`src/hw/error_status_params.svh`:
```
/*
  constants for the sticky error status bank: register offsets,
  field positions, reset values and duty thresholds.
  assumes it is included by bare name wherever a number is needed.
*/
`ifndef ERROR_STATUS_PARAMS_SVH
`define ERROR_STATUS_PARAMS_SVH

// ---------------------------------------------------------------
// register offsets
// ---------------------------------------------------------------
`define ADDR_THROTTLE_STATUS  8'h44
`define ADDR_INPUT_STATUS     8'h46
`define ADDR_FAN_STATUS       8'h47
`define ADDR_THROTTLE_LIMIT   8'h50
`define ADDR_SLEEP_STATE      8'h51
`define ADDR_SLEEP_MASK       8'h52
`define ADDR_INPUT_MASK       8'h53
`define ADDR_SUMMARY          8'h54

// ---------------------------------------------------------------
// reset values and field positions
// ---------------------------------------------------------------
`define STATUS_RESET          8'h00
`define LIMIT_RESET           8'hff
`define FAN_CHANNELS          4
`define INPUT_PINS            8
`define THROTTLE_BITS         8
`define THROTTLE_LIMIT_BIT    7
`define MASK_INPUT_S1         0
`define MASK_INPUT_S3         1
`define MASK_INPUT_S45        2
`define MASK_FAN_S1           3
`define MASK_FAN_S3           4
`define MASK_USED_BITS        5'h1f
`define SUMMARY_HOST_BIT      0
`define SUMMARY_MGMT_BIT      1

// ---------------------------------------------------------------
// duty window: 256 samples, one sample is 0.39 %
// ---------------------------------------------------------------
`define DUTY_WINDOW           9'h100
`define DUTY_12P5             9'h020
`define DUTY_25               9'h040
`define DUTY_50               9'h080
`define DUTY_75               9'h0c0
`define SAMPLE_PERIOD_NS      1000
`define CLK_PERIOD_NS         20

`endif

```
`src/hw/error_status_pkg.sv`:
```
/*
  types shared by the error status bank modules.
  assumes nothing beyond a SystemVerilog compiler.
*/
package error_status_pkg;

  // sleep state as reported by software, gray along s0-s1-s3-s45
  typedef enum logic [1:0] {
    SLEEP_S0  = 2'b00,
    SLEEP_S1  = 2'b01,
    SLEEP_S3  = 2'b11,
    SLEEP_S45 = 2'b10
  } sleep_state_type;

endpackage

```
`src/hw/status_access_if.sv`:
```
/*
  carrier between the bank top and one sticky status row:
  clear strobe bits go in, stored status comes back.
  assumes both ends run on clk_sys.
*/
`timescale 1ns/1ps
interface status_access_if #(parameter int WIDTH = 8);
  logic [WIDTH-1:0] clear_bits;
  logic [WIDTH-1:0] status;
  modport bank (input clear_bits, output status);
  modport ctrl (output clear_bits, input status);
endinterface

```
`src/hw/sticky_status_bits.sv`:
```
/*
  a row of sticky error bits with write-one-to-clear.
  assumes event levels and clear bits are on clk_sys; clear bits
  are a one-cycle pulse from the register write decode.
*/
`timescale 1ns/1ps
`include "error_status_params.svh"
module sticky_status_bits #(
  parameter int WIDTH = 8
) (
  // clock and reset
  input  wire logic             clk_sys,
  input  wire logic             reset,
  // already-masked error condition, one per bit
  input  wire logic [WIDTH-1:0] event_level,
  // clear strobes in, status out
  status_access_if.bank         acc
);

  logic [WIDTH-1:0] status_next;

  // a clear only lands where the condition has gone; set beats clear
  assign status_next = (acc.status & ~(acc.clear_bits & ~event_level))
                     | event_level;

  // bits only fall on an accepted clear, never by themselves
  always_ff @(posedge clk_sys) begin
    if (reset) begin
      acc.status <= WIDTH'(`STATUS_RESET);
    end else begin
      acc.status <= status_next;
    end
  end

endmodule // sticky_status_bits

```
`src/hw/throttle_duty_meter.sv`:
```
/*
  measures the processor-hot duty over a 256-sample window and holds
  the band and limit flags of the last finished window.
  assumes the hot input is already synchronised to clk_sys.
*/
`timescale 1ns/1ps
`include "error_status_params.svh"
module throttle_duty_meter (
  // clock and reset
  input  wire logic       clk_sys,
  input  wire logic       reset,
  // sampling
  input  wire logic       sample_en,
  input  wire logic       hot_sync,
  input  wire logic [7:0] duty_limit,
  // held result of the last window
  output logic      [7:0] duty_flags
);

  logic [8:0] sample_count_reg;
  logic [8:0] hot_count_reg;
  logic [8:0] total;
  logic       last_sample;
  logic [7:0] flags_next;

  // count including the sample taken now
  assign total       = hot_count_reg + {8'h00, hot_sync};
  assign last_sample = sample_count_reg == (`DUTY_WINDOW - 9'h001);

  // band decode of the finished window
  assign flags_next[0] = total != 9'h000;
  assign flags_next[1] = total != 9'h000 && total < `DUTY_12P5;
  assign flags_next[2] = total >= `DUTY_12P5 && total < `DUTY_25;
  assign flags_next[3] = total >= `DUTY_25 && total < `DUTY_50;
  assign flags_next[4] = total >= `DUTY_50 && total < `DUTY_75;
  assign flags_next[5] = total >= `DUTY_75 && total < `DUTY_WINDOW;
  assign flags_next[6] = total == `DUTY_WINDOW;
  assign flags_next[7] = total > {1'b0, duty_limit};

  // window counters; flags hold a full window so clears see a level
  always_ff @(posedge clk_sys) begin
    if (reset) begin
      sample_count_reg <= 9'h000;
      hot_count_reg    <= 9'h000;
      duty_flags       <= `STATUS_RESET;
    end else if (sample_en && last_sample) begin
      sample_count_reg <= 9'h000;
      hot_count_reg    <= 9'h000;
      duty_flags       <= flags_next;
    end else if (sample_en) begin
      sample_count_reg <= sample_count_reg + 9'h001;
      hot_count_reg    <= total;
    end
  end

endmodule // throttle_duty_meter

```
`src/hw/error_status_bank.sv`:
```
/*
  sticky error status bank: throttle duty bands, general input low
  flags and fan tach limit flags, with sleep masking and the two
  summary bits. registers are reached over the byte register port
  behind the two-wire serial slave.
  assumes the serial slave hands over one byte access per strobe on
  clk_sys, tach values and limits come from clk_sys logic, and the
  hot and general pins are asynchronous.
*/
// Summary of operation
// - any throttling in window sets bit 0
// - duty 0.39 to 12.5 percent sets bit 1
// - duty 12.5 to 25 percent sets bit 2
// - duty 25 to 50 percent sets bit 3
// - duty 50 to 75 percent sets bit 4
// - duty 75 to 100 percent sets bit 5
// - full window throttled sets bit 6
// - duty above user limit sets bit 7
// - only limit bit feeds management summary
// - low unmasked input pin sets its bit
// - tach above limit sets fan bit
// - any input, fan or limit bit sets host summary
// - band flags never reach host summary
// - bits stay set until software clears
// - writing one clears that bit only
// - clear ignored while condition persists
// - sleep state taken from software register
// - per group sleep suppression of events
// - optional sleep masking needs mask bit
`timescale 1ns/1ps
`include "error_status_params.svh"
module error_status_bank #(
  parameter int TACH_WIDTH = 16,
  parameter int SAMPLE_DIV = `SAMPLE_PERIOD_NS / `CLK_PERIOD_NS
) (
  // clock and reset
  input  wire logic                     clk_sys,
  input  wire logic                     reset,
  // byte register port from the serial slave
  input  wire logic [7:0]               reg_addr,
  input  wire logic                     reg_wr_en,
  input  wire logic [7:0]               reg_wr_data,
  input  wire logic                     reg_rd_en,
  output logic      [7:0]               reg_rd_data,
  output logic                          reg_rd_valid,
  // monitored pins, asynchronous
  input  wire logic                     processor_hot_throttle_input,
  input  wire logic [`INPUT_PINS-1:0]   general_pin,
  // tach measurement and limits, clk_sys domain
  input  wire logic [`FAN_CHANNELS*TACH_WIDTH-1:0] tach_value,
  input  wire logic [`FAN_CHANNELS*TACH_WIDTH-1:0] tach_limit,
  // summary outputs toward the status/control register
  output logic                          host_error_summary,
  output logic                          mgmt_controller_error_summary
);

  // -------------------------------------------------------------
  // helpers
  // -------------------------------------------------------------

  // true when the current sleep state suppresses a group's events
  function automatic logic sleep_suppress(
    input error_status_pkg::sleep_state_type state,
    input logic in_s1,
    input logic in_s3,
    input logic in_s45
  );
    logic hit;
    hit = 1'b0;
    unique case (state)
      error_status_pkg::SLEEP_S0:  hit = 1'b0;
      error_status_pkg::SLEEP_S1:  hit = in_s1;
      error_status_pkg::SLEEP_S3:  hit = in_s3;
      error_status_pkg::SLEEP_S45: hit = in_s45;
    endcase
    return hit;
  endfunction

  // -------------------------------------------------------------
  // pin synchronisers
  // -------------------------------------------------------------

  logic                   hot_meta_reg;
  logic                   hot_sync_reg;
  logic [`INPUT_PINS-1:0] pin_meta_reg;
  logic [`INPUT_PINS-1:0] pin_sync_reg;

  // two flops each; the first stage feeds only the second
  always_ff @(posedge clk_sys) begin
    if (reset) begin
      hot_meta_reg <= 1'b0;
      hot_sync_reg <= 1'b0;
      pin_meta_reg <= {`INPUT_PINS{1'b1}};
      pin_sync_reg <= {`INPUT_PINS{1'b1}};
    end else begin
      hot_meta_reg <= processor_hot_throttle_input;
      hot_sync_reg <= hot_meta_reg;
      pin_meta_reg <= general_pin;
      pin_sync_reg <= pin_meta_reg;
    end
  end

  // -------------------------------------------------------------
  // sample rate divider
  // -------------------------------------------------------------

  localparam int DIV_W = $clog2(SAMPLE_DIV + 1);

  logic [DIV_W-1:0] div_count_reg;
  logic             sample_en;

  // one-cycle enable every SAMPLE_DIV clocks
  assign sample_en = div_count_reg == DIV_W'(SAMPLE_DIV - 1);

  always_ff @(posedge clk_sys) begin
    if (reset || sample_en) begin
      div_count_reg <= '0;
    end else begin
      div_count_reg <= div_count_reg + DIV_W'(1);
    end
  end

  // -------------------------------------------------------------
  // register write decode
  // -------------------------------------------------------------

  logic wr_throttle;
  logic wr_input;
  logic wr_fan;
  logic wr_limit;
  logic wr_sleep;
  logic wr_sleep_mask;
  logic wr_input_mask;

  // one strobe per writable offset; other offsets are dropped
  assign wr_throttle   = reg_wr_en && reg_addr == `ADDR_THROTTLE_STATUS;
  assign wr_input      = reg_wr_en && reg_addr == `ADDR_INPUT_STATUS;
  assign wr_fan        = reg_wr_en && reg_addr == `ADDR_FAN_STATUS;
  assign wr_limit      = reg_wr_en && reg_addr == `ADDR_THROTTLE_LIMIT;
  assign wr_sleep      = reg_wr_en && reg_addr == `ADDR_SLEEP_STATE;
  assign wr_sleep_mask = reg_wr_en && reg_addr == `ADDR_SLEEP_MASK;
  assign wr_input_mask = reg_wr_en && reg_addr == `ADDR_INPUT_MASK;

  // -------------------------------------------------------------
  // control registers
  // -------------------------------------------------------------

  logic [7:0]                        limit_reg;
  error_status_pkg::sleep_state_type sleep_reg;
  logic [4:0]                        sleep_mask_reg;
  logic [`INPUT_PINS-1:0]            input_mask_reg;

  // plain read/write; unused high bits are not stored
  always_ff @(posedge clk_sys) begin
    if (reset) begin
      limit_reg      <= `LIMIT_RESET;
      sleep_reg      <= error_status_pkg::SLEEP_S0;
      sleep_mask_reg <= 5'h00;
      input_mask_reg <= `STATUS_RESET;
    end else begin
      if (wr_limit) begin
        limit_reg <= reg_wr_data;
      end
      if (wr_sleep) begin
        sleep_reg <= error_status_pkg::sleep_state_type'(reg_wr_data[1:0]);
      end
      if (wr_sleep_mask) begin
        sleep_mask_reg <= reg_wr_data[4:0] & `MASK_USED_BITS;
      end
      if (wr_input_mask) begin
        input_mask_reg <= reg_wr_data;
      end
    end
  end

  // -------------------------------------------------------------
  // sleep suppression per group
  // -------------------------------------------------------------

  logic throttle_quiet;
  logic input_quiet;
  logic fan_quiet;

  // throttle: always in s3 and s45
  assign throttle_quiet = sleep_suppress(sleep_reg, 1'b0, 1'b1, 1'b1);
  // inputs: optional in s1, s3 and s45
  assign input_quiet = sleep_suppress(sleep_reg,
                                      sleep_mask_reg[`MASK_INPUT_S1],
                                      sleep_mask_reg[`MASK_INPUT_S3],
                                      sleep_mask_reg[`MASK_INPUT_S45]);
  // fans: optional in s1 and s3, always in s45
  assign fan_quiet = sleep_suppress(sleep_reg,
                                    sleep_mask_reg[`MASK_FAN_S1],
                                    sleep_mask_reg[`MASK_FAN_S3],
                                    1'b1);

  // -------------------------------------------------------------
  // error conditions
  // -------------------------------------------------------------

  logic [`THROTTLE_BITS-1:0] duty_flags;
  logic [`THROTTLE_BITS-1:0] throttle_event;
  logic [`INPUT_PINS-1:0]    input_event;
  logic [`FAN_CHANNELS-1:0]  fan_event;

  // duty bands and limit of the last finished window
  throttle_duty_meter duty_meter (
    .clk_sys    (clk_sys),
    .reset      (reset),
    .sample_en  (sample_en),
    .hot_sync   (hot_sync_reg),
    .duty_limit (limit_reg),
    .duty_flags (duty_flags)
  );

  assign throttle_event = throttle_quiet ? `STATUS_RESET : duty_flags;

  // a low pin is an error unless its mask bit is set
  assign input_event = input_quiet ? `STATUS_RESET
                                   : ~pin_sync_reg & ~input_mask_reg;

  // one comparator per tach channel
  genvar ch;
  generate
    for (ch = 0; ch < `FAN_CHANNELS; ch = ch + 1) begin : g_tach
      assign fan_event[ch] = !fan_quiet &&
        tach_value[ch*TACH_WIDTH +: TACH_WIDTH] >
        tach_limit[ch*TACH_WIDTH +: TACH_WIDTH];
    end
  endgenerate

  // -------------------------------------------------------------
  // sticky status rows
  // -------------------------------------------------------------

  status_access_if #(.WIDTH(`THROTTLE_BITS)) throttle_acc ();
  status_access_if #(.WIDTH(`INPUT_PINS))    input_acc ();
  status_access_if #(.WIDTH(`FAN_CHANNELS))  fan_acc ();

  // clear strobes: a one clears, a zero leaves the bit alone
  assign throttle_acc.clear_bits = wr_throttle ? reg_wr_data : 8'h00;
  assign input_acc.clear_bits    = wr_input ? reg_wr_data : 8'h00;
  // reserved fan bits 7:4 never reach the row
  assign fan_acc.clear_bits = wr_fan ? reg_wr_data[`FAN_CHANNELS-1:0]
                                     : 4'h0;

  // held until an accepted clear; clears lose to a live condition
  sticky_status_bits #(.WIDTH(`THROTTLE_BITS)) throttle_row (
    .clk_sys     (clk_sys),
    .reset       (reset),
    .event_level (throttle_event),
    .acc         (throttle_acc)
  );

  sticky_status_bits #(.WIDTH(`INPUT_PINS)) input_row (
    .clk_sys     (clk_sys),
    .reset       (reset),
    .event_level (input_event),
    .acc         (input_acc)
  );

  sticky_status_bits #(.WIDTH(`FAN_CHANNELS)) fan_row (
    .clk_sys     (clk_sys),
    .reset       (reset),
    .event_level (fan_event),
    .acc         (fan_acc)
  );

  // -------------------------------------------------------------
  // summary bits
  // -------------------------------------------------------------

  logic host_next;
  logic mgmt_next;

  // band flags 6:0 stay out of both summaries on purpose
  assign host_next = throttle_acc.status[`THROTTLE_LIMIT_BIT]
                   | (|input_acc.status)
                   | (|fan_acc.status);
  assign mgmt_next = throttle_acc.status[`THROTTLE_LIMIT_BIT];

  // registered, so the summaries trail the status by one cycle
  always_ff @(posedge clk_sys) begin
    if (reset) begin
      host_error_summary            <= 1'b0;
      mgmt_controller_error_summary <= 1'b0;
    end else begin
      host_error_summary            <= host_next;
      mgmt_controller_error_summary <= mgmt_next;
    end
  end

  // -------------------------------------------------------------
  // register read path
  // -------------------------------------------------------------

  logic [7:0] rd_mux;

  // unmapped offsets and reserved bits read as zero
  always_comb begin
    rd_mux = 8'h00;
    unique case (reg_addr)
      `ADDR_THROTTLE_STATUS: rd_mux = throttle_acc.status;
      `ADDR_INPUT_STATUS:    rd_mux = input_acc.status;
      `ADDR_FAN_STATUS:      rd_mux = {4'h0, fan_acc.status};
      `ADDR_THROTTLE_LIMIT:  rd_mux = limit_reg;
      `ADDR_SLEEP_STATE:     rd_mux = {6'h00, sleep_reg};
      `ADDR_SLEEP_MASK:      rd_mux = {3'h0, sleep_mask_reg};
      `ADDR_INPUT_MASK:      rd_mux = input_mask_reg;
      `ADDR_SUMMARY:         rd_mux = {6'h00, mgmt_next, host_next};
      default:               rd_mux = 8'h00;
    endcase
  end

  // data captured on the strobe and held until the next read
  always_ff @(posedge clk_sys) begin
    if (reset) begin
      reg_rd_data  <= 8'h00;
      reg_rd_valid <= 1'b0;
    end else begin
      reg_rd_valid <= reg_rd_en;
      if (reg_rd_en) begin
        reg_rd_data <= rd_mux;
      end
    end
  end

endmodule // error_status_bank

```
`config.mk`:
```
export PLATFORM = sky130hd
export DESIGN_NAME = error_status_bank
export DESIGN_NICKNAME = d
export VERILOG_FILES = /design/src/hw/error_status_pkg.sv /design/src/hw/status_access_if.sv /design/src/hw/sticky_status_bits.sv /design/src/hw/throttle_duty_meter.sv /design/src/hw/error_status_bank.sv
export VERILOG_INCLUDE_DIRS = /design/src /design/src/hw
export SDC_FILE = /design/constraint.sdc
export NUM_CORES = 1
export LEC_CHECK = 0
export ABC_AREA = 1
export BUFFER_PORTS_ARGS = -buffer_cell sky130_fd_sc_hd__buf_4
export CAP_MARGIN = 15
export CORE_AREA = 2 2 123 125
export CTS_CLUSTER_DIAMETER = 40
export DETAILED_ROUTE_END_ITERATION = 10
export DIE_AREA = 0 0 125 127
export PLACE_DENSITY = 0.69
export SLEW_MARGIN = 0
export SYNTH_ARGS = -nofsm -noshare
export SYNTH_HDL_FRONTEND = slang
export SYNTH_SLANG_ARGS = --single-unit
```
`constraint.sdc`:
```
create_clock -name clk_sys -period 2.6 [get_ports clk_sys]
set_input_delay 0.78 -clock clk_sys [delete_from_list [all_inputs] [get_ports clk_sys]]
set_output_delay 0.78 -clock clk_sys [all_outputs]
set_load 0.01 [all_outputs]
```
==> impl_metrics.ini <==
[status]
outcome = complete, no violations

[route]
routed_via_density = 4.95
drc = 0
antenna_left = 0
detail_route.wl_per_cell_microns = 13.1
firstDrtPassIters = 5
via_count = 6224
wirelength_microns = 16400
drt_iter0_drc = 350

[floorplan]
fp-row-count = 44
initial_utilization = 0.444
io_pins = 168
coreArea_sq_um = 14400
dieArea_sq_um = 15900
fp.dieW_microns = 125
fp.dieH_microns = 127

[synth]
yosys.cell_count.top_type = nand2_1
synth_top_area_frac = 0.325
yosys.area.top_type = dfxtp_1
ys_async_sr_fraction = 0
synthTopCellsByCount = 189 x nand2_1, 144 x inv_1, 104 x dfxtp_1
synthTopCellsByArea = dfxtp_1 33%, ha_1 15%, nand2_1 11%
synth-seq-cells = 104
synth_edf_count = 0
syn_inst = 903
synth_cell_types = 43
synth_ff_type = dfxtp_1
syn-num-nets = 1138
ys_warn_count = 0
synth_area_per_cell_sq_um = 7.09
yosysSeqAreaShare = 0.325
synth_area_sq_um = 6400

[run]
max-cap-violations = 0

[placed_design]
portBuffers = 167
place_congestion = 0.923
hpwlAfterDp_microns = 13400
place_inst = 1242

[setup_path]
path_max_fanout = 3
r2r_cells = 16
reg2reg_from = duty_meter.hot_count_reg[0]$_SDFFE_PP0N_
regToRegSetupSlack_ns = 0.37
critPathRequiredTime_ns = 2.88
start_kind = register
r2r_end = duty_meter.duty_flags[7]$_SDFFE_PP0P_
arrival_ns = 2.51
end_kind = register
path_class = register to register

[final_layout]
area_delta_synth_final_pct = 27.1
fillers = 1403
drive_gt1_frac = 0.221
n_antenna_cell = 0
fin_nets = 1304
stdcell_count = 1258

[power]
ir_drop_uv = 431
p_seq_frac = 0.459
combPwrFrac = 0.154
switching_share = 0.254
p_leak_nw = 4.09
powerDensity_nw_per_um2 = 441
switchingPower_uw = 911
power_frac_clock = 0.387
p_int_mw = 2.68

[timing]
relSlewSlack = 0.537
fin_crit_ns = 2.23
timing.setup.tns_ns = 0
rsz0062_at_grt = false
final_hold_viol_count = 0
setup_viol = 0
max_freq_mhz = 448
worst_pin_slew_ns = 0.695
final_max_slew_viol_count = 0
timing.final.crit_share = 0.859
clock_skew_ns = 0.00765

[clocking]
clk_latency_ns = 0.35
ctsHoldBuffers = 0
numCtsBuffers = 9
clk_pin_slew_ns = 0.07
root_buffer = clkbuf_16
cts-resized-gates = 0
post-cts-setup-buffers = 0
cts_tree = yes
clockBufferDepth = 2
clock_sinks = 104
cts_max_level = 3

[global_route]
grt_pass1_vias = 5882
grt.total_usage = 0.213
antenna_found_initial = 0
grt_max_degree = 38
grt_overflow = 0
grt_pass1_wl_microns = 28000

[worst_hold_path]
hold_class = register to register
hold_path_startpoint = pin_meta_reg[0]$_SDFF_PP1_
hold_path_end = pin_sync_reg[0]$_SDFF_PP1_
min_delay_path_depth = 1
## critical path, cell delays in order (launching register included)
cell and delay, ns:
dfxtp_1 0.34, ha_1 0.19, ha_1 0.20, nand2_1 0.09, o21ai_0 0.31, inv_1 0.08
ha_1 0.30, nand2_1 0.07, nor2_1 0.13, nand2_1 0.06, nand3_1 0.06, nand2_1 0.05
nand2_1 0.05, nand2_1 0.05, nand2_1 0.05, nand2_1 0.05, a21oi_1 0.11
## worst max-delay path by stage
| stage | start | to | cells past startpoint |
|---|---|---|---|
| 2_1_floorplan | duty_meter.hot_count_reg[0]$_SDFFE_PP0N_ | duty_meter.duty_flags[7]$_SDFFE_PP0P_ | 15 |
| 3_3_place_gp | duty_meter.hot_count_reg[0]$_SDFFE_PP0N_ | duty_meter.duty_flags[7]$_SDFFE_PP0P_ | 16 |
| 3_5_place_dp | duty_meter.hot_count_reg[0]$_SDFFE_PP0N_ | duty_meter.duty_flags[7]$_SDFFE_PP0P_ | 16 |
| 4_1_cts | duty_meter.hot_count_reg[0]$_SDFFE_PP0N_ | duty_meter.duty_flags[7]$_SDFFE_PP0P_ | 16 |
| 5_1_grt | duty_meter.hot_count_reg[0]$_SDFFE_PP0N_ | duty_meter.duty_flags[7]$_SDFFE_PP0P_ | 16 |
| 6_report | duty_meter.hot_count_reg[0]$_SDFFE_PP0N_ | duty_meter.duty_flags[7]$_SDFFE_PP0P_ | 16 |
## area by class of cell
class / instances / area, sq um / area share
Sequential cell: 104 / 2080 / 0.256
Tap cell: 184 / 230 / 0.0283
Clock buffer: 9 / 225 / 0.0277
Multi-Input combinational cell: 630 / 3650 / 0.449
Inverter: 151 / 569 / 0.0700
Clock inverter: 7 / 78.8 / 0.00969
Timing Repair Buffer: 173 / 1300 / 0.160
## power groups by stage
stage	Sequential, mW	Combinational, mW	Clock, mW
after detailed placement	1.68	0.554	0
after floorplan	1.68	0.289	0
after CTS	1.64	0.556	1.41
after global routing	1.65	0.634	1.48
final	1.65	0.551	1.39
after global placement	1.68	0.545	0
## per-layer routing
layer  routed length (microns)  up-vias  track usage
li1                          -     3268            -
met1                      7670     2759        0.278
met2                      7550      178        0.363
met3                       959       19       0.0369
met4                       264        0       0.0588
met5                         0        -            0
## kinds of logic after synthesis
group | after synthesis | share of synthesized area
xor gates and xnor gates | 3 | 0.00528
adders and majority gates | 78 | 0.152
and+or+nand+nor | 368 | 0.262
AOI/OAI and AO/OA | 181 | 0.151
buffers and inverters | 169 | 0.104
DFF | 104 | 0.325
## placed cells by master (no fill, tap or decap), types with 2 or more instances in the layout
cell / netlist / layout
nand2_1: 189 / 189
buf_4: 3 / 173
inv_1: 144 / 144
dfxtp_1: 104 / 104
a21oi_1: 95 / 95
ha_1: 78 / 78
nor2_1: 69 / 69
o21ai_0: 59 / 59
nand3_1: 41 / 41
or2_2: 17 / 17
nand4_1: 12 / 12
clkbuf_16: 0 / 9
nor3_1: 8 / 8
o211ai_1: 8 / 8
nor2_4: 6 / 6
nor2_2: 5 / 5
nand2_2: 5 / 5
o21ai_1: 5 / 5
a211oi_1: 5 / 5
inv_2: 4 / 4
nand3_2: 3 / 3
nor4_1: 3 / 3
o21bai_1: 3 / 3
o21a_1: 3 / 3
inv_6: 0 / 3
clkinv_1: 2 / 2
nor3_2: 2 / 2
nor3b_1: 2 / 2
clkinv_4: 0 / 2
## per-stage QoR
step | utilization | setup slack, ns | power (mW) | cell area (sq um) | hold WS [ns]
global route | 0.564 | 0.158 | 3.76 | 8140 | 0.422
detailed placement | 0.543 | 0.377 | 2.24 | 7830 | 0.396
finish | 0.564 | 0.366 | 3.59 | 8140 | 0.410
global placement | 0.543 | 0.441 | 2.23 | 7830 | 0.390
floorplan | - | 0.582 | 1.97 | 6400 | 0.388
CTS | 0.564 | 0.349 | 3.61 | 8140 | 0.413
Power figures use the tool's default switching activity.
